File: src/core/fwsr_pkg.sv
package fwsr_pkg;

    // -----------------------------------------------------------------
    // flash bus geometry
    // -----------------------------------------------------------------
    localparam int ADDR_W = 20;
    localparam int DATA_W = 16;

    // -----------------------------------------------------------------
    // status word bit positions
    // -----------------------------------------------------------------
    localparam int BIT_DATA_POLL    = 7;
    localparam int BIT_TOGGLE_ONE   = 6;
    localparam int BIT_TIMEOUT_FLAG = 5;
    localparam int BIT_ERASE_TIMER  = 3;
    localparam int BIT_TOGGLE_TWO   = 2;
    localparam int BIT_BUFFER_ABORT = 1;

    // -----------------------------------------------------------------
    // bus cycle timing
    // -----------------------------------------------------------------
    localparam int CLK_MHZ  = 40;
    localparam int T_RD_NS  = 70;
    localparam int T_WP_NS  = 45;
    localparam int T_REC_NS = 30;
    localparam int CYC_RD   = (T_RD_NS * CLK_MHZ + 999) / 1000;
    localparam int CYC_WP   = (T_WP_NS * CLK_MHZ + 999) / 1000;
    localparam int CYC_REC  = (T_REC_NS * CLK_MHZ + 999) / 1000;
    localparam int CNT_W    = 4;

    // -----------------------------------------------------------------
    // register map (byte offsets)
    // -----------------------------------------------------------------
    localparam logic [7:0] OFS_CTRL     = 8'h00;
    localparam logic [7:0] OFS_ADDR     = 8'h04;
    localparam logic [7:0] OFS_WDATA    = 8'h08;
    localparam logic [7:0] OFS_RDATA    = 8'h0C;
    localparam logic [7:0] OFS_STATE    = 8'h10;
    localparam logic [7:0] OFS_INT_STAT = 8'h14;
    localparam logic [7:0] OFS_INT_MASK = 8'h18;

    localparam int CTRL_OP_LSB = 0;
    localparam int CTRL_FAST   = 8;

    // interrupt status bits
    localparam int NUM_EV       = 5;
    localparam int EV_DONE      = 0;
    localparam int EV_FAIL      = 1;
    localparam int EV_BUF_ABORT = 2;
    localparam int EV_REJECTED  = 3;
    localparam int EV_STARTED   = 4;

    // -----------------------------------------------------------------
    // operations
    // -----------------------------------------------------------------
    localparam logic [2:0] OP_WRITE     = 3'h0;
    localparam logic [2:0] OP_READ      = 3'h1;
    localparam logic [2:0] OP_POLL      = 3'h2;
    localparam logic [2:0] OP_ACCEPT    = 3'h3;
    localparam logic [2:0] OP_SECT_ADD  = 3'h4;
    localparam logic [2:0] OP_ABORT_RST = 3'h5;

    typedef enum logic [2:0] {
        FWSR_IDLE,
        FWSR_NEXT,
        FWSR_RD,
        FWSR_WR,
        FWSR_REC
    } fwsr_state_e;

endpackage

File: src/core/fwsr_ctrl.sv
// Summary of operation
// - fast adds under 50 us skip timer checks
// - confirm acceptance by toggle before reading timer
// - check timer before and after each added sector
// - abort needs dedicated abort reset sequence
// - status reads must use valid operation address
// - buffer polling at last loaded buffer address
//
// The register addresses and register access over APB are this design's own decisions.
`timescale 1ns/10ps
module fwsr_ctrl
    import fwsr_pkg::*;
#(
    parameter logic [ADDR_W-1:0] UNLOCK_ADDR_A = 20'h0_0555,
    parameter logic [ADDR_W-1:0] UNLOCK_ADDR_B = 20'h0_02AA,
    parameter logic [DATA_W-1:0] UNLOCK_DATA_A = 16'h0_0AA,
    parameter logic [DATA_W-1:0] UNLOCK_DATA_B = 16'h0_055,
    parameter logic [DATA_W-1:0] ABORT_RST_CMD = 16'h0_0F0
) (
    input  wire logic              pclk,
    input  wire logic              presetn,
    input  wire logic              psel,
    input  wire logic              penable,
    input  wire logic              pwrite,
    input  wire logic [7:0]        paddr,
    input  wire logic [31:0]       pwdata,
    output logic                   pready,
    output logic [31:0]            prdata,
    output logic                   pslverr,
    output logic                   irq,
    output logic [ADDR_W-1:0]      flash_addr,
    input  wire logic [DATA_W-1:0] flash_dq_in,
    output logic [DATA_W-1:0]      flash_dq_out,
    output logic                   flash_dq_oe,
    output logic                   flash_ce_n,
    output logic                   flash_oe_n,
    output logic                   flash_we_n,
    input  wire logic              ready_busy_n
);

    // -----------------------------------------------------------------
    // state
    // -----------------------------------------------------------------
    typedef struct packed {
        fwsr_state_e       st;
        logic [CNT_W-1:0]  cnt;
        logic [2:0]        step;
        logic [2:0]        op;
        logic              fast;
        logic              recheck;
        logic              tb2_toggled;
        logic [ADDR_W-1:0] addr;
        logic [DATA_W-1:0] wdata;
        logic [DATA_W-1:0] rdata;
        logic [DATA_W-1:0] prev;
        logic [NUM_EV-1:0] int_st;
        logic [NUM_EV-1:0] int_mask;
        logic              pready;
        logic [31:0]       prdata;
        logic              pslverr;
        logic              irq;
        logic [ADDR_W-1:0] f_addr;
        logic [DATA_W-1:0] f_dq;
        logic              f_oe;
        logic              f_ce_n;
        logic              f_oe_n;
        logic              f_we_n;
    } fwsr_regs_s;

    fwsr_regs_s r;
    fwsr_regs_s next_r;

    logic [NUM_EV-1:0] ev;
    logic [NUM_EV-1:0] clr;
    logic              tb1_same;
    logic              tb2_same;
    logic              apb_wr;

    // -----------------------------------------------------------------
    // next state
    // -----------------------------------------------------------------
    always_comb begin
        next_r   = r;
        ev       = '0;
        clr      = '0;
        tb1_same = (r.rdata[BIT_TOGGLE_ONE] == r.prev[BIT_TOGGLE_ONE]);
        tb2_same = (r.rdata[BIT_TOGGLE_TWO] == r.prev[BIT_TOGGLE_TWO]);
        apb_wr   = psel && penable && r.pready && pwrite;

        // apb slave: one wait state, answer registered
        next_r.pready  = 1'b0;
        next_r.pslverr = 1'b0;
        if (psel && penable && !r.pready) begin
            next_r.pready = 1'b1;
            next_r.prdata = '0;
            case (paddr)
                OFS_CTRL:     next_r.prdata = {23'h00_0000, r.fast, 5'h00, r.op};
                OFS_ADDR:     next_r.prdata = {12'h000, r.addr};
                OFS_WDATA:    next_r.prdata = {16'h0000, r.wdata};
                OFS_RDATA:    next_r.prdata = {16'h0000, r.rdata};
                OFS_STATE:    next_r.prdata = {29'h0000_0000, r.tb2_toggled,
                                               ready_busy_n, (r.st != FWSR_IDLE)};
                OFS_INT_STAT: next_r.prdata = {27'h000_0000, r.int_st};
                OFS_INT_MASK: next_r.prdata = {27'h000_0000, r.int_mask};
                default:      next_r.pslverr = 1'b1;
            endcase
        end

        if (apb_wr) begin
            case (paddr)
                OFS_ADDR:     next_r.addr = pwdata[ADDR_W-1:0];
                OFS_WDATA:    next_r.wdata = pwdata[DATA_W-1:0];
                OFS_INT_STAT: clr = pwdata[NUM_EV-1:0];
                OFS_INT_MASK: next_r.int_mask = pwdata[NUM_EV-1:0];
                OFS_CTRL: begin
                    // a start while busy is dropped: the flash is mid-cycle
                    if (r.st == FWSR_IDLE) begin
                        next_r.op      = pwdata[CTRL_OP_LSB+2:CTRL_OP_LSB];
                        next_r.fast    = pwdata[CTRL_FAST];
                        next_r.step    = '0;
                        next_r.recheck = 1'b0;
                        next_r.st      = FWSR_NEXT;
                    end
                end
                default: ;
            endcase
        end

        case (r.st)
            FWSR_IDLE: ;

            FWSR_NEXT: begin
                next_r.st = FWSR_RD;
                next_r.f_addr = r.addr;
                next_r.cnt = CNT_W'(CYC_RD);
                next_r.step = r.step + 3'h1;
                case (r.op)
                    OP_WRITE: begin
                        if (r.step == 3'h0) begin
                            next_r.st   = FWSR_WR;
                            next_r.f_dq = r.wdata;
                            next_r.cnt  = CNT_W'(CYC_WP);
                        end else begin
                            next_r.st = FWSR_IDLE;
                            ev[EV_DONE] = 1'b1;
                        end
                    end
                    OP_READ: begin
                        if (r.step != 3'h0) begin
                            next_r.st = FWSR_IDLE;
                            ev[EV_DONE] = 1'b1;
                        end
                    end
                    OP_POLL: begin
                        // two reads in a row before judging the toggle; the first seeds prev
                        next_r.prev = r.rdata;
                        next_r.step = (r.step == 3'h0) ? 3'h1 : 3'h2;
                        if (r.step == 3'h2) begin
                            next_r.tb2_toggled = !tb2_same;
                            if (tb1_same) begin
                                next_r.st = FWSR_IDLE;
                                ev[EV_DONE] = 1'b1;
                            end else if (r.recheck) begin
                                next_r.st = FWSR_IDLE;
                                ev[EV_FAIL] = 1'b1;
                            end else if (r.rdata[BIT_BUFFER_ABORT]) begin
                                next_r.st = FWSR_IDLE;
                                ev[EV_BUF_ABORT] = 1'b1;
                            end else if (r.rdata[BIT_TIMEOUT_FLAG]) begin
                                // toggle may stop just as the flag rises
                                next_r.recheck = 1'b1;
                            end
                        end
                    end
                    OP_ACCEPT: begin
                        // acceptance first, the third read then carries the timer
                        if (r.step == 3'h1) begin
                            next_r.prev = r.rdata;
                        end else if (r.step == 3'h2) begin
                            if (tb1_same) begin
                                next_r.st = FWSR_IDLE;
                                ev[EV_REJECTED] = 1'b1;
                            end
                        end else if (r.step == 3'h3) begin
                            next_r.st = FWSR_IDLE;
                            ev[EV_DONE] = 1'b1;
                            ev[EV_STARTED] = r.rdata[BIT_ERASE_TIMER];
                        end
                    end
                    OP_SECT_ADD: begin
                        if (r.step == 3'h0 && r.fast) begin
                            next_r.step = 3'h2;
                            next_r.st   = FWSR_WR;
                            next_r.f_dq = r.wdata;
                            next_r.cnt  = CNT_W'(CYC_WP);
                        end else if (r.step == 3'h1) begin
                            if (r.rdata[BIT_ERASE_TIMER]) begin
                                // erase already running: the add would be ignored
                                next_r.st = FWSR_IDLE;
                                ev[EV_STARTED] = 1'b1;
                            end else begin
                                next_r.st   = FWSR_WR;
                                next_r.f_dq = r.wdata;
                                next_r.cnt  = CNT_W'(CYC_WP);
                            end
                        end else if (r.step == 3'h2 && r.fast) begin
                            next_r.st = FWSR_IDLE;
                            ev[EV_DONE] = 1'b1;
                        end else if (r.step == 3'h3) begin
                            next_r.st = FWSR_IDLE;
                            ev[EV_DONE] = 1'b1;
                            ev[EV_REJECTED] = r.rdata[BIT_ERASE_TIMER];
                        end
                    end
                    OP_ABORT_RST: begin
                        next_r.st  = FWSR_WR;
                        next_r.cnt = CNT_W'(CYC_WP);
                        case (r.step)
                            3'h0: begin
                                next_r.f_addr = UNLOCK_ADDR_A;
                                next_r.f_dq   = UNLOCK_DATA_A;
                            end
                            3'h1: begin
                                next_r.f_addr = UNLOCK_ADDR_B;
                                next_r.f_dq   = UNLOCK_DATA_B;
                            end
                            3'h2: begin
                                next_r.f_addr = UNLOCK_ADDR_A;
                                next_r.f_dq   = ABORT_RST_CMD;
                            end
                            default: begin
                                next_r.st = FWSR_IDLE;
                                ev[EV_DONE] = 1'b1;
                            end
                        endcase
                    end
                    default: begin
                        next_r.st = FWSR_IDLE;
                        ev[EV_FAIL] = 1'b1;
                    end
                endcase
                if (next_r.st == FWSR_RD) begin
                    next_r.f_ce_n = 1'b0;
                    next_r.f_oe_n = 1'b0;
                end
                if (next_r.st == FWSR_WR) begin
                    next_r.f_ce_n = 1'b0;
                    next_r.f_we_n = 1'b0;
                    next_r.f_oe   = 1'b1;
                end
            end

            FWSR_RD: begin
                next_r.cnt = r.cnt - CNT_W'(1);
                if (r.cnt == CNT_W'(1)) begin
                    next_r.rdata  = flash_dq_in;
                    next_r.f_ce_n = 1'b1;
                    next_r.f_oe_n = 1'b1;
                    next_r.cnt    = CNT_W'(CYC_REC);
                    next_r.st     = FWSR_REC;
                end
            end

            FWSR_WR: begin
                next_r.cnt = r.cnt - CNT_W'(1);
                if (r.cnt == CNT_W'(1)) begin
                    // data held through recovery, released afterwards
                    next_r.f_ce_n = 1'b1;
                    next_r.f_we_n = 1'b1;
                    next_r.cnt    = CNT_W'(CYC_REC);
                    next_r.st     = FWSR_REC;
                end
            end

            FWSR_REC: begin
                next_r.cnt = r.cnt - CNT_W'(1);
                if (r.cnt == CNT_W'(1)) begin
                    next_r.f_oe = 1'b0;
                    next_r.st   = FWSR_NEXT;
                end
            end

            default: next_r.st = FWSR_IDLE;
        endcase

        // a new event wins over a clear in the same cycle
        next_r.int_st = (r.int_st & ~clr) | ev;
        next_r.irq    = |(next_r.int_st & next_r.int_mask);
    end

    // -----------------------------------------------------------------
    // registers
    // -----------------------------------------------------------------
    always_ff @(posedge pclk or negedge presetn) begin
        if (!presetn) begin
            r        <= '0;
            r.st     <= FWSR_IDLE;
            r.f_ce_n <= 1'b1;
            r.f_oe_n <= 1'b1;
            r.f_we_n <= 1'b1;
        end else begin
            r <= next_r;
        end
    end

    assign pready       = r.pready;
    assign prdata       = r.prdata;
    assign pslverr      = r.pslverr;
    assign irq          = r.irq;
    assign flash_addr   = r.f_addr;
    assign flash_dq_out = r.f_dq;
    assign flash_dq_oe  = r.f_oe;
    assign flash_ce_n   = r.f_ce_n;
    assign flash_oe_n   = r.f_oe_n;
    assign flash_we_n   = r.f_we_n;

endmodule // fwsr_ctrl

File: config.mk
export PLATFORM = sky130hd
export DESIGN_NAME = fwsr_ctrl
export DESIGN_NICKNAME = d
export VERILOG_FILES = /design/src/core/fwsr_pkg.sv /design/src/core/fwsr_ctrl.sv
export SDC_FILE = /design/constraint.sdc
export NUM_CORES = 1
export LEC_CHECK = 0
export ABC_AREA = 1
export BUFFER_PORTS_ARGS = -buffer_cell sky130_fd_sc_hd__buf_2
export CAP_MARGIN = 20
export CORE_MARGIN = 1
export CORE_UTILIZATION = 46
export CTS_BUF_LIST = sky130_fd_sc_hd__clkbuf_4 sky130_fd_sc_hd__clkbuf_8
export CTS_CLUSTER_SIZE = 25
export DETAILED_ROUTE_END_ITERATION = 12
export PLACE_DENSITY = 0.68
export SLEW_MARGIN = 20
export SYNTH_ARGS = -nofsm -noshare
export SYNTH_HDL_FRONTEND = slang
export SYNTH_SLANG_ARGS = --single-unit
File: constraint.sdc
create_clock -name pclk -period 3.84 [get_ports pclk]
set_input_delay 0.384 -clock pclk [delete_from_list [all_inputs] [get_ports pclk]]
set_output_delay 0.384 -clock pclk [all_outputs]
set_load 0.005 [all_outputs]
; Word-level counts from Yosys, hierarchy flattened
; Index checks and enable logic that the tools add are counted.
[word_totals]
regBits = 160
latchBits = 0
mem_bits_rw = 0
rom_bits = 0
inputBits = 62
mem_count = 0
[classes]
addsub = 2
multipliers = 0
div_mod_pow = 0
n_lt_le_gt_ge = 0
eq_ne = 34
shifts = 0
muxes = 97
bitwise_logic = 4
n_reduce_logical = 41
[ops]
columns = operator, n
row1 = $pmux W20 S7, 1
row2 = $pmux W36 S3, 1
row3 = $mux W16, 4
row4 = $pmux W16 S3, 1
row5 = $mux W2, 22
row6 = $mux W34, 1
row7 = $mux W1, 31
row8 = $mux W3, 10
row9 = $mux W5, 5
row10 = $eq A3 B2 Y1 const B, 8
row11 = $eq A8 B5 Y1 const B, 3
row12 = $mux W8, 3
row13 = $pmux W4 S3, 2
row14 = $mux W7, 3
row15 = $reduce_and A3 Y1, 7
row16 = $mux W20, 1
row17 = $pmux W3 S6, 1
row18 = $eq A8 B4 Y1 const B, 2
row19 = $reduce_bool A3 Y1, 5
row20 = $ne A2 B2 Y1 const B, 7
row21 = $pmux W7 S2, 1
row22 = $reduce_bool A2 Y1, 7
row23 = $pmux W3 S4, 1
row24 = $and A5 B5 Y5, 2
row25 = 28 further kinds, 49

; Longest topological paths before layout
; Gate-level depths: netlist (run 1).
[depth]
depth_word = 11
depth_mapped = 13
ltp_nobuf = 13

; Worst setup path after synthesis (run 1)
; No wires, ideal clock.
[synth_path]
kind = flip-flop to flip-flop
start = register r[160] (netlist name)
end = register r, in the netlist flash_dq_out[13]
arrival_ns = 1.586
slack_ns = 2.133
path_stages_with_launch = 10
n_path_buf = 1
synth_period_minus_slack_ns = 1.707
cell_sequence = dfrtp_1 -> inv_1 -> ha_1 -> inv_1 -> nor2_2 -> nand2_1 -> a21oi_2 -> o21ai_4 -> buf_6 -> a22o_1
[synth_via]
elab_chain_cells = 4
elab_cells_between_ends = 11
classes_between = eq/ne: 6 / mux: 2 / reduce/logical: 3
[synth_lines]
columns = element, line_no
row1 = from (decl), fwsr_ctrl.sv:70  ; fwsr_regs_s r;
row2 = from (signal assigned), fwsr_ctrl.sv:302  ; r <= next_r;
row3 = $logic_not A3 Y1, "fwsr_ctrl.sv:139, fwsr_ctrl.sv:191, fwsr_ctrl.sv:218"
row4 = $logic_and A1 B1 Y1, fwsr_ctrl.sv:191  ; if (r.step == 3'h0 && r.fast) begin
row5 = $ne A3 B3 Y1 (no source line) or $mux W16 (tied branches), --
row6 = $reduce_and A6 Y1 (no source line) or $pmux W16 S3 (tied branches), --
; Parallel ways exist; a longest one is shown, timed or not.
; A chain may end at the register's enable or synchronous reset.

; Worst setup path after layout (run 1)
[layout_path]
start = register r[168] (netlist name)
end = register r, in the netlist flash_addr[0]
[layout_via]
elab_chain_cells = 1
[layout_lines]
columns = element, line_no
row1 = $eq A3 B1 Y1, fwsr_ctrl.sv:129  ; case (r.st)
; No other way between the ends.

==> out/metrics.cfg, run 1 <==
[status]
run_status=finished, final reports clean

[yosys]
ys_seq_elements=143
synthesis.instances=874
synth_seq_area_share_pct=49.40
postSynth.topFlopCell=dfrtp_1
synth.avg_cell_area_sq_um=8.296
asyncSetResetFlopFracSynth_pct=100.0
post_synth_edffs=0
post_synth_num_cell_types=43
synth_warnings=0
syn_area_sq_mm=0.007251

[worst_setup_path]
worst_setup_path_end_kind=flip-flop
cp_data_required_time_ns=4.13
crit_start=r[168]
timing.critical_path.fanout_max=35
setup.worst_path.start_class=flip-flop
crit_arrival_ns=2.71
path_class=reg2reg
reg2reg_from=r[168]

[layout]
layout.filler_cells=1527
drive_gt1_share_pct=20.19
post_layout_nonfiller_instances=1147
mostFrequentLayoutCell=nand2_1
multi_input_area_sq_mm=0.002754
finish.net_count=992
final_antenna_diode_count=0
syn_to_final_growth_pct=9.836
sequential_cell_area_sq_mm=0.003582
mostFrequentLayoutCells=236 x nand2_1, 140 x dfrtp_1, 111 x buf_2
postLayoutCoreUtil_pct=52.00

[floorplanning]
core.rowCount=45
overall_die_width_microns=127.6
fp.dieArea_sq_mm=0.01627
initial_util_pct=47.34
ioPinCount=137
die_h_microns=127.6
floorplan.core_area_sq_mm=0.01531

[timing]
setup_viol=0
setup_repair_after_global_routing_missed_its_margin=no
worst-slew-pin-transition_ns=0.9212
max_frequency_ghz=0.4146
slew_violations=0
finalWorstPathRequiredPeriod_ns=2.412
report.final.hold_viol_count=0
share_of_the_clock_period_used_by_the_worst_path_pct=62.80
timing.clock.skew_ns=0.01598
timing.final.ws_setup_ns=1.428
timing.max_slew.rel_slack_pct=38.59
timing.setup.tns_ns=0

[detailed_routing]
postRouteAntennaNets=0
drt-vias-per-instance=5.093
dr.first_iter.drc_count=443
post_drt_wl_per_cell_microns=15.96
drt_first_pass_iters=5
highest-signal-layer=met4
drt-met1-wl_mm=8.229
wl_met2_mm=8.819
dr_wl_met3_microns=915
wirelength_mm=18.31
remaining_design_rule_violation_count=0
vias_after_detailed_routing=5842

[cts]
cts.htree.levels=4
cts.sinks=143
post-cts-setup-buffer-count=0
clockRootBuffer=clkbuf_8
post_cts_resized=0
worstSkewPairLatency_ns=0.45
clock_transition_at_path_regs_ns=0.08
cts_buffer_depth=2
tritoncts=built
hold_buffers=0
cts_buffers=17

[worst_hold_path]
worst_hold_path_type=in2async

[grt]
grt_pass1_wl_mm=28.70
grt_start_max_net_pins=100
first_global_vias=5453
grt_antenna_before_repair=0
groute.usage.overall_pct=23.44
grt_overflow_total=0

[placement]
place_worst_setup_slack_ns=1.357
dp_cells=1115
buffer_ports.inserted=112
dpl.hpwl_mm=12.96
finalWeightedCongestion=0.9056

[power]
design_power_total_mw=4.003
power.density_cell_area_mw_per_mm2=502.7
leakagePower_nw=4.130
vdd_ir_max_mv=0.2051

[flow_run]
max_capacitance_violation_total=0

metrics by stage:
step | instance area [sq um] | hold slack [ns]
2_1_floorplan | 7292 | 0.08841
3_3_place_gp | 7508 | 0.4524
3_5_place_dp | 7508 | 0.4540
4_1_cts | 7956 | 0.05774
5_1_grt | 7964 | 0.08268
6_report | 7964 | 0.03254
layer usage:
| metal | vias up | track usage [%] |
|---|---|---|
| met4 | 0 | 8.473 |
| li1 | 2849 | - |
| met2 | 185 | 37.90 |
| met3 | 19 | 4.941 |
| met5 | - | 0 |
| met1 | 2789 | 31.13 |
flip-flops by register name (all words and copies together) (netlist names):
signal and count:
r 80, flash_addr 20, prdata 20, flash_dq_out 16, flash_ce_n 1, flash_dq_oe 1
flash_oe_n 1, flash_we_n 1, irq 1, pready 1, pslverr 1
cell families (layout without fill, tap and decap cells):
family                   after synthesis  in the layout  share of synthesized area, %
flip-flops                           143            143                         49.40
XOR/XNOR                               1              1                        0.1208
multiplexers                           8              8                         1.243
adder cells (fa/ha/maj)                7              7                         1.208
other                                  1             12                       0.05172
AND/OR/NAND/NOR                      391            391                         22.97
AO/OA/AOI/OAI                        143            143                         11.72
buffers and inverters                180            231                         13.29
worst max-delay path: stages (launching register included):
cell and delay [ns]:
dfrtp_1 0.47, nor3_4 0.17, buf_4 0.42, inv_2 0.28, a21oi_1 0.73, a2bb2oi_1 0.17
synthesized netlist by cell type, types with 4 or more instances:
master	count	area share, %
mux2_2	8	1.2
o31ai_1	5	0.52
nor2_1	61	3.2
nand3_1	61	4.2
buf_2	7	0.48
nor2_2	4	0.35
nand2_1	237	12
nor3_1	6	0.41
a22o_1	8	0.97
inv_1	73	3.8
o22ai_1	5	0.43
nand4_1	8	0.69
inv_2	8	0.41
o21ai_0	68	4.7
buf_4	72	7.5
ha_1	7	1.2
a21oi_1	30	2.1
a2bb2oi_1	11	1.3
o211ai_1	6	0.62
clkbuf_1	17	0.88
dfrtp_1	140	48
power breakdown:
part / internal [mW] / switching [mW]
Clock: 0.730 / 0.631
Sequential: 1.69 / 0.112
Combinational: 0.307 / 0.529
final timing paths:
path,end,slack (ns),cells past startpoint
worst max-delay path,flash_addr[0],1.43,5
worst min-delay path,flash_dq_out[12],0.03,1
worst max register to register,flash_addr[0],1.43,5
worst min register to register,flash_ce_n,0.47,2
max in group asynchronous,flash_oe_n,2.85,2
min in group pclk,r[105],0.17,2
final cells by class:
cell class | instances | share of cell area, %
clock buffers | 18 | 3.032
clock inverters | 14 | 2.592
inverters | 81 | 3.818
multi-input cells | 562 | 34.58
flip-flops and latches | 143 | 44.98
well taps | 211 | 3.315
repair buffers | 118 | 7.683
Note: power is estimated with default switching activity, not from simulation.
==> run 2, diff against run 1 <==
--- a/config.mk
+++ b/config.mk
@@ -13,7 +13,7 @@
 export CTS_BUF_LIST = sky130_fd_sc_hd__clkbuf_4 sky130_fd_sc_hd__clkbuf_8
 export CTS_CLUSTER_SIZE = 25
 export DETAILED_ROUTE_END_ITERATION = 12
-export PLACE_DENSITY = 0.68
+export PLACE_DENSITY = 0.71
 export SLEW_MARGIN = 20
 export SYNTH_ARGS = -nofsm -noshare
 export SYNTH_HDL_FRONTEND = slang
==> constraint.sdc (replaced) <==
create_clock -name pclk -period 2.2 [get_ports pclk]
set_input_delay 0.22 -clock pclk [delete_from_list [all_inputs] [get_ports pclk]]
set_output_delay 0.22 -clock pclk [all_outputs]
set_load 0.005 [all_outputs]
==> run 2 against run 1 <==
  * Clock skew down 0.0041 ns
  * Non-clock buffer count rose by 29
  * Critical path depth increased by 3
  * Final cell count is 2.6% higher
  * Via count is 2.1% higher
  * Clock power increased by 58%
  * Power up 70%
  * Register-to-register slack lost 1.3 ns
  * Critical path type unchanged
  * Critical endpoint is now flash_dq_out[10]
==> out/metrics.cfg, run 2 (synthesis gave the netlist of run 1 again) <==
[cts]
clock_transition_at_path_regs_ns=0.08
post-cts-setup-buffer-count=0
cts_buffer_depth=2
cts.htree.levels=4
worstSkewPairLatency_ns=0.47
cts.sinks=143
cts_buffers=17
tritoncts=built
clockRootBuffer=clkbuf_8

[worst_setup_path]
cp_cell_sequence=inv_1, ha_1, inv_1, nor2_2, nand2_1, a21oi_2, o21ai_2, a22o_1
critical_path.top_delay_family=compound AO/OA/AOI/OAI gates
cp_data_required_time_ns=2.55
slowest_delay_ns=0.40
crit_arrival_ns=2.39
timing.critical_path.fanout_max=13
path_class=reg2reg
critical_path_cell_count=8
setup.worst_path.start_class=flip-flop
timing.reg2reg.worst_path_depth=8
combined_buffer_and_inverter_count_along_the_critical_path=2
critPathMostFrequentCell=inv_1
worst_path_max_delay_cell=dfrtp_1
worst_setup_path_end_kind=flip-flop

[timing]
setup_repair_after_global_routing_missed_its_margin=yes
slew_violations=0
worst-slew-pin-transition_ns=0.5698
timing.max_slew.rel_slack_pct=61.87
max_frequency_ghz=0.4919
setup_viol=0
timing.final.ws_setup_ns=0.1669
report.final.hold_viol_count=0
share_of_the_clock_period_used_by_the_worst_path_pct=92.41
timing.clock.skew_ns=0.01183
timing.setup.tns_ns=0
finalWorstPathRequiredPeriod_ns=2.033

[layout]
final_antenna_diode_count=0
syn_to_final_growth_pct=13.17
largest-register=r
largest_reg_flops=80
drive_gt1_share_pct=21.22
post_layout_nonfiller_instances=1177
finish.net_count=1022
mostFrequentLayoutCell=nand2_1
mostFrequentLayoutCells=237 x nand2_1, 140 x dfrtp_1, 111 x buf_2

[floorplanning]
fp.dieArea_sq_mm=0.01627
die_h_microns=127.6
initial_util_pct=47.34
ioPinCount=137
floorplan.core_area_sq_mm=0.01531
overall_die_width_microns=127.6
core.rowCount=45

[grt]
grt_start_max_net_pins=51
grt_pass1_wl_mm=29.36
grt_antenna_before_repair=0
groute.usage.overall_pct=23.93
first_global_vias=5599
grt_overflow_total=0

[detailed_routing]
drt-vias-per-instance=5.070
vias_after_detailed_routing=5967
post_drt_wl_per_cell_microns=15.62
postRouteAntennaNets=0
drt_first_pass_iters=5
dr.first_iter.drc_count=435
remaining_design_rule_violation_count=0
wirelength_mm=18.39

[worst_hold_path]
worst_hold_path_type=in2reg
worst_hold_path.num_cells=3

[placement]
dp_cells=1131
finalWeightedCongestion=0.9054
place_worst_setup_slack_ns=0.1848
buffer_ports.inserted=112
dpl.hpwl_mm=13.53

[power]
power.density_cell_area_mw_per_mm2=830.3
leakagePower_nw=4.238
design_power_total_mw=6.813
power.sequential.fraction_pct=46.2
swShare_pct=31.90
clkPwrFrac_pct=31.5
p_int_mw=4.639
p_sw_mw=2.173
vdd_ir_max_mv=0.4130
comb_power_share_pct=22.3

[flow_run]
max_capacitance_violation_total=0

[status]
run_status=finished, final reports clean

run 2: area by class of cell:
cell class	count	area (sq um)
multi-input cells	563	2758
well taps	211	264.0
clock buffers	20	275.3
flip-flops and latches	143	3582
repair buffers	147	887.1
clock inverters	12	135.1
inverters	81	304.0
fillers	1485	7109
run 2: final timing paths:
check / start / slack, ns / to
setup / recovery: r[160] / 0.17 / flash_dq_out[10]
hold / removal: pwdata[17] / 0.02 / r[150]
setup reg to reg: r[160] / 0.17 / flash_dq_out[10]
hold reg to reg: flash_ce_n / 0.47 / flash_ce_n
max in group asynchronous: presetn / 1.22 / flash_addr[1]
min in group asynchronous: presetn / 0.26 / r[128]
run 2: timing repair:
item	CTS	global route
hold endpoints to repair	59	0
gates resized for setup	0	1
hold buffers	13	0
endpoints found under the setup margin	0	22
run 2: layer usage:
| layer | part of all wire (%) | global-route usage (%) | up-vias |
|---|---|---|---|
| met5 | 0 | 0 | - |
| met4 | 2.3 | 9.384 | 0 |
| met1 | 45 | 31.34 | 2851 |
| li1 | - | - | 2923 |
| met3 | 3.8 | 4.606 | 28 |
| met2 | 49 | 39.22 | 165 |
run 2: power groups by stage:
stage	Combinational, mW	Clock, mW	Sequential (mW)
3_5_place_dp	1.49	0	3.19
6_report	1.52	2.15	3.14
5_1_grt	1.72	2.30	3.18
4_1_cts	1.52	2.19	3.14
3_3_place_gp	1.45	0	3.19
2_1_floorplan	1.15	0	3.13
run 2: through the flow:
step	utilization, %	hold WS (ns)	instance area (sq um)
finish	53.58	0.02125	8205
global route	53.58	0.01579	8205
CTS	53.50	0.002826	8194
detailed placement	49.98	0.1889	7654
global placement	49.98	0.1923	7654
floorplan	-	-0.07559	7292
run 2: tightest hold or removal path, stage by stage:
cell and delay, ns:
buf_2 0.08, nor2_1 0.03, a21oi_1 0.11
==> run 3, diff against run 2 <==
--- a/config.mk
+++ b/config.mk
@@ -5,7 +5,6 @@
 export SDC_FILE = /design/constraint.sdc
 export NUM_CORES = 1
 export LEC_CHECK = 0
-export ABC_AREA = 1
 export BUFFER_PORTS_ARGS = -buffer_cell sky130_fd_sc_hd__buf_2
 export CAP_MARGIN = 20
 export CORE_MARGIN = 1
==> constraint.sdc (replaced) <==
create_clock -name pclk -period 2.2 [get_ports pclk]
set_input_delay 0.22 -clock pclk [delete_from_list [all_inputs] [get_ports pclk]]
set_output_delay 0.22 -clock pclk [all_outputs]
set_load 0.1 [all_outputs]
==> run 3 against run 2 <==
  * Combinational power increased by 36%
  * Largest power group unchanged
  * Die area increased by 1.1%
  * First-iteration DRC count decreased by 1.1%
  * Highest routed layer unchanged
  * Global-route usage increased by 0.41 points
  * Clock power increased by 8%
  * Synthesized cell count decreased by 19%
  * Power increased by 7.8%
  * Worst setup slack got worse by 0.056 ns
  * Register-to-register slack got worse by 0.06 ns
  * Flip-flop and latch count unchanged
  * Sequential share of layout area decreased by 1.9 points
==> out/metrics.cfg, run 3 <==
[status]
run_status=finished, final reports clean

[detailed_routing]
vias_after_detailed_routing=5725
remaining_design_rule_violation_count=0
drt-vias-per-instance=5.569
dr.first_iter.drc_count=430
drt_first_pass_iters=5
postRouteAntennaNets=0
post_drt_wl_per_cell_microns=18.65
wirelength_mm=19.18

[yosys]
synthesis.instances=704
yosysTopAreaCell=dfrtp_1
synth_warnings=0
synth.cells.most_frequent=140 x dfrtp_1, 92 x nand2_1, 68 x buf_4, 45 x o21ai_0
synth.avg_cell_area_sq_um=10.41
ys_seq_elements=143
synthTopCellsByArea=dfrtp_1 48%, buf_4 7.0%, mux2_2 5.8%, nand2_1 4.7%, o21ai_0 3.1%
asyncSetResetFlopFracSynth_pct=100.0
postSynth.topFlopCell=dfrtp_1
synth.most_common_cell=dfrtp_1
post_synth_edffs=0
syn_area_sq_mm=0.007328
post_synth_num_cell_types=74
synth_seq_area_share_pct=48.88
netlist.area_leader.share_pct=47.81

[worst_setup_path]
slowest_delay_ns=0.45
worst_setup_path_end_kind=flip-flop
worst_path_max_delay_cell=dfrtp_2
timing.critical_path.fanout_max=8
crit_arrival_ns=2.47
path_class=reg2reg
setup.worst_path.start_class=flip-flop
cp_data_required_time_ns=2.58
combined_buffer_and_inverter_count_along_the_critical_path=3
cp_cell_sequence=inv_2, ha_4, nand2_1, buf_4, a21oi_1, o21ai_1, a2111oi_4, buf_6, a22o_1
critical_path.top_delay_family=compound AO/OA/AOI/OAI gates

[grt]
grt_overflow_total=0
grt_start_max_net_pins=59
first_global_vias=5530
groute.usage.overall_pct=24.34
grt_antenna_before_repair=0
grt_pass1_wl_mm=30.16

[power]
power.density_cell_area_mw_per_mm2=855.3
vdd_ir_max_mv=0.4501
leakagePower_nw=4.229
design_power_total_mw=7.347

[timing]
report.final.hold_viol_count=0
max_frequency_ghz=0.4787
share_of_the_clock_period_used_by_the_worst_path_pct=94.96
finalWorstPathRequiredPeriod_ns=2.089
timing.clock.skew_ns=0.01309
setup_viol=0
timing.hold.ws_ns=0.02555
slew_violations=0
timing.final.ws_setup_ns=0.1109
worst-slew-pin-transition_ns=0.6868
timing.max_slew.rel_slack_pct=54.21

[floorplanning]
floorplan.core_area_sq_mm=0.01537
core.rowCount=45
die_h_microns=128.2
initial_util_pct=47.68
fp.dieArea_sq_mm=0.01644
ioPinCount=137
overall_die_width_microns=128.2

[layout]
mostFrequentLayoutCells=138 x dfrtp_1, 111 x buf_2, 92 x nand2_1
layout.filler_cells=1314
syn_to_final_growth_pct=17.23
finish.net_count=873
drive_gt1_share_pct=33.29
mostFrequentLayoutCell=dfrtp_1
largest-register=r
postLayoutCoreUtil_pct=55.89
post_layout_nonfiller_instances=1028
final_antenna_diode_count=0
largest_reg_flops=80

[cts]
tritoncts=built
cts.htree.levels=4
worstSkewPairLatency_ns=0.45
cts.sinks=143
cts_buffer_depth=2
clock_transition_at_path_regs_ns=0.08
cts_buffers=17
clockRootBuffer=clkbuf_8

[placement]
finalWeightedCongestion=0.9257
dp_cells=976
place_worst_setup_slack_ns=-0.2700
dpl.hpwl_mm=13.54
buffer_ports.inserted=112

[worst_hold_path]
worst_hold_path_type=in2reg

[flow_run]
max_capacitance_violation_total=0

run 3: cells by family (layout without fill, tap and decap cells):
| group | after synthesis | count (layout) | synth area share [%] |
|---|---|---|---|
| flip-flops | 143 | 143 | 48.88 |
| multiplexers | 54 | 54 | 8.981 |
| buffers and inverters | 119 | 220 | 10.21 |
| other | 1 | 12 | 0.05117 |
| AND/OR/NAND/NOR | 215 | 215 | 15.23 |
| AO/OA/AOI/OAI | 163 | 164 | 15.21 |
| XOR/XNOR | 2 | 2 | 0.2391 |
| adder cells (fa/ha/maj) | 7 | 7 | 1.195 |
run 3: final timing paths:
kind	startpoint	to	slack (ns)	depth (start not counted)
worst max-delay path	r[159]	flash_dq_out[8]	0.11	9
max in group asynchronous	presetn	flash_we_n	1.21	3
min in group asynchronous	presetn	flash_dq_out[12]	0.30	2
worst max register to register	r[159]	flash_dq_out[8]	0.11	9
worst min register to register	flash_addr[15]	flash_addr[15]	0.46	2
worst min-delay path	pwdata[7]	r[140]	0.03	2
run 3: per-layer routing:
metal	vias up	share of wire, %	track usage, %	wire length, microns
li1	2637	-	-	-
met5	-	0	0	0
met1	2866	44	32.26	8492
met3	27	4.5	4.800	854
met4	0	1.7	7.474	330
met2	195	50	40.16	9499
run 3: report_power, final:
part	internal [mW]	switching (mW)	leakage (nW)
clock network	1.28	1.04	0.215
logic	0.473	1.59	2.09
registers	2.81	0.149	1.93
total	4.57	2.78	4.23
run 3: per-stage QoR:
| step | TNS, ns | cell area [sq um] |
|---|---|---|
| 2_1_floorplan | 0 | 7371 |
| 3_3_place_gp | -1.860 | 7868 |
| 3_5_place_dp | -4.468 | 7868 |
| 4_1_cts | 0 | 8523 |
| 5_1_grt | -0.003685 | 8591 |
| 6_report | 0 | 8591 |
run 3: final cells by class:
| class | count | area (sq um) | area share, % |
|---|---|---|---|
| Timing Repair Buffer | 172 | 1106 | 12.88 |
| Multi-Input combinational cell | 454 | 3137 | 36.51 |
| Clock buffer | 20 | 256.5 | 2.986 |
| Inverter | 16 | 60.06 | 0.6991 |
| Tap cell | 211 | 264.0 | 3.073 |
| Sequential cell | 143 | 3585 | 41.73 |
| Clock inverter | 12 | 182.7 | 2.126 |
run 3: worst reg2reg max path, cell delays in order (launching register included):
cell and delay (ns):
dfrtp_2 0.45, inv_2 0.11, ha_4 0.17, nand2_1 0.11
buf_4 0.19, a21oi_1 0.14, o21ai_1 0.13, a2111oi_4 0.40
buf_6 0.19, a22o_1 0.14
run 3: repair_timing:
item                                    4_1_cts  5_1_grt
endpoints found under the hold margin        69        3
buffers inserted                              0        0
hold buffers                                 16        3
pin swaps                                     1        3
cloned                                        1        0
gates resized for setup                       9       10
endpoints found under the setup margin       20       22
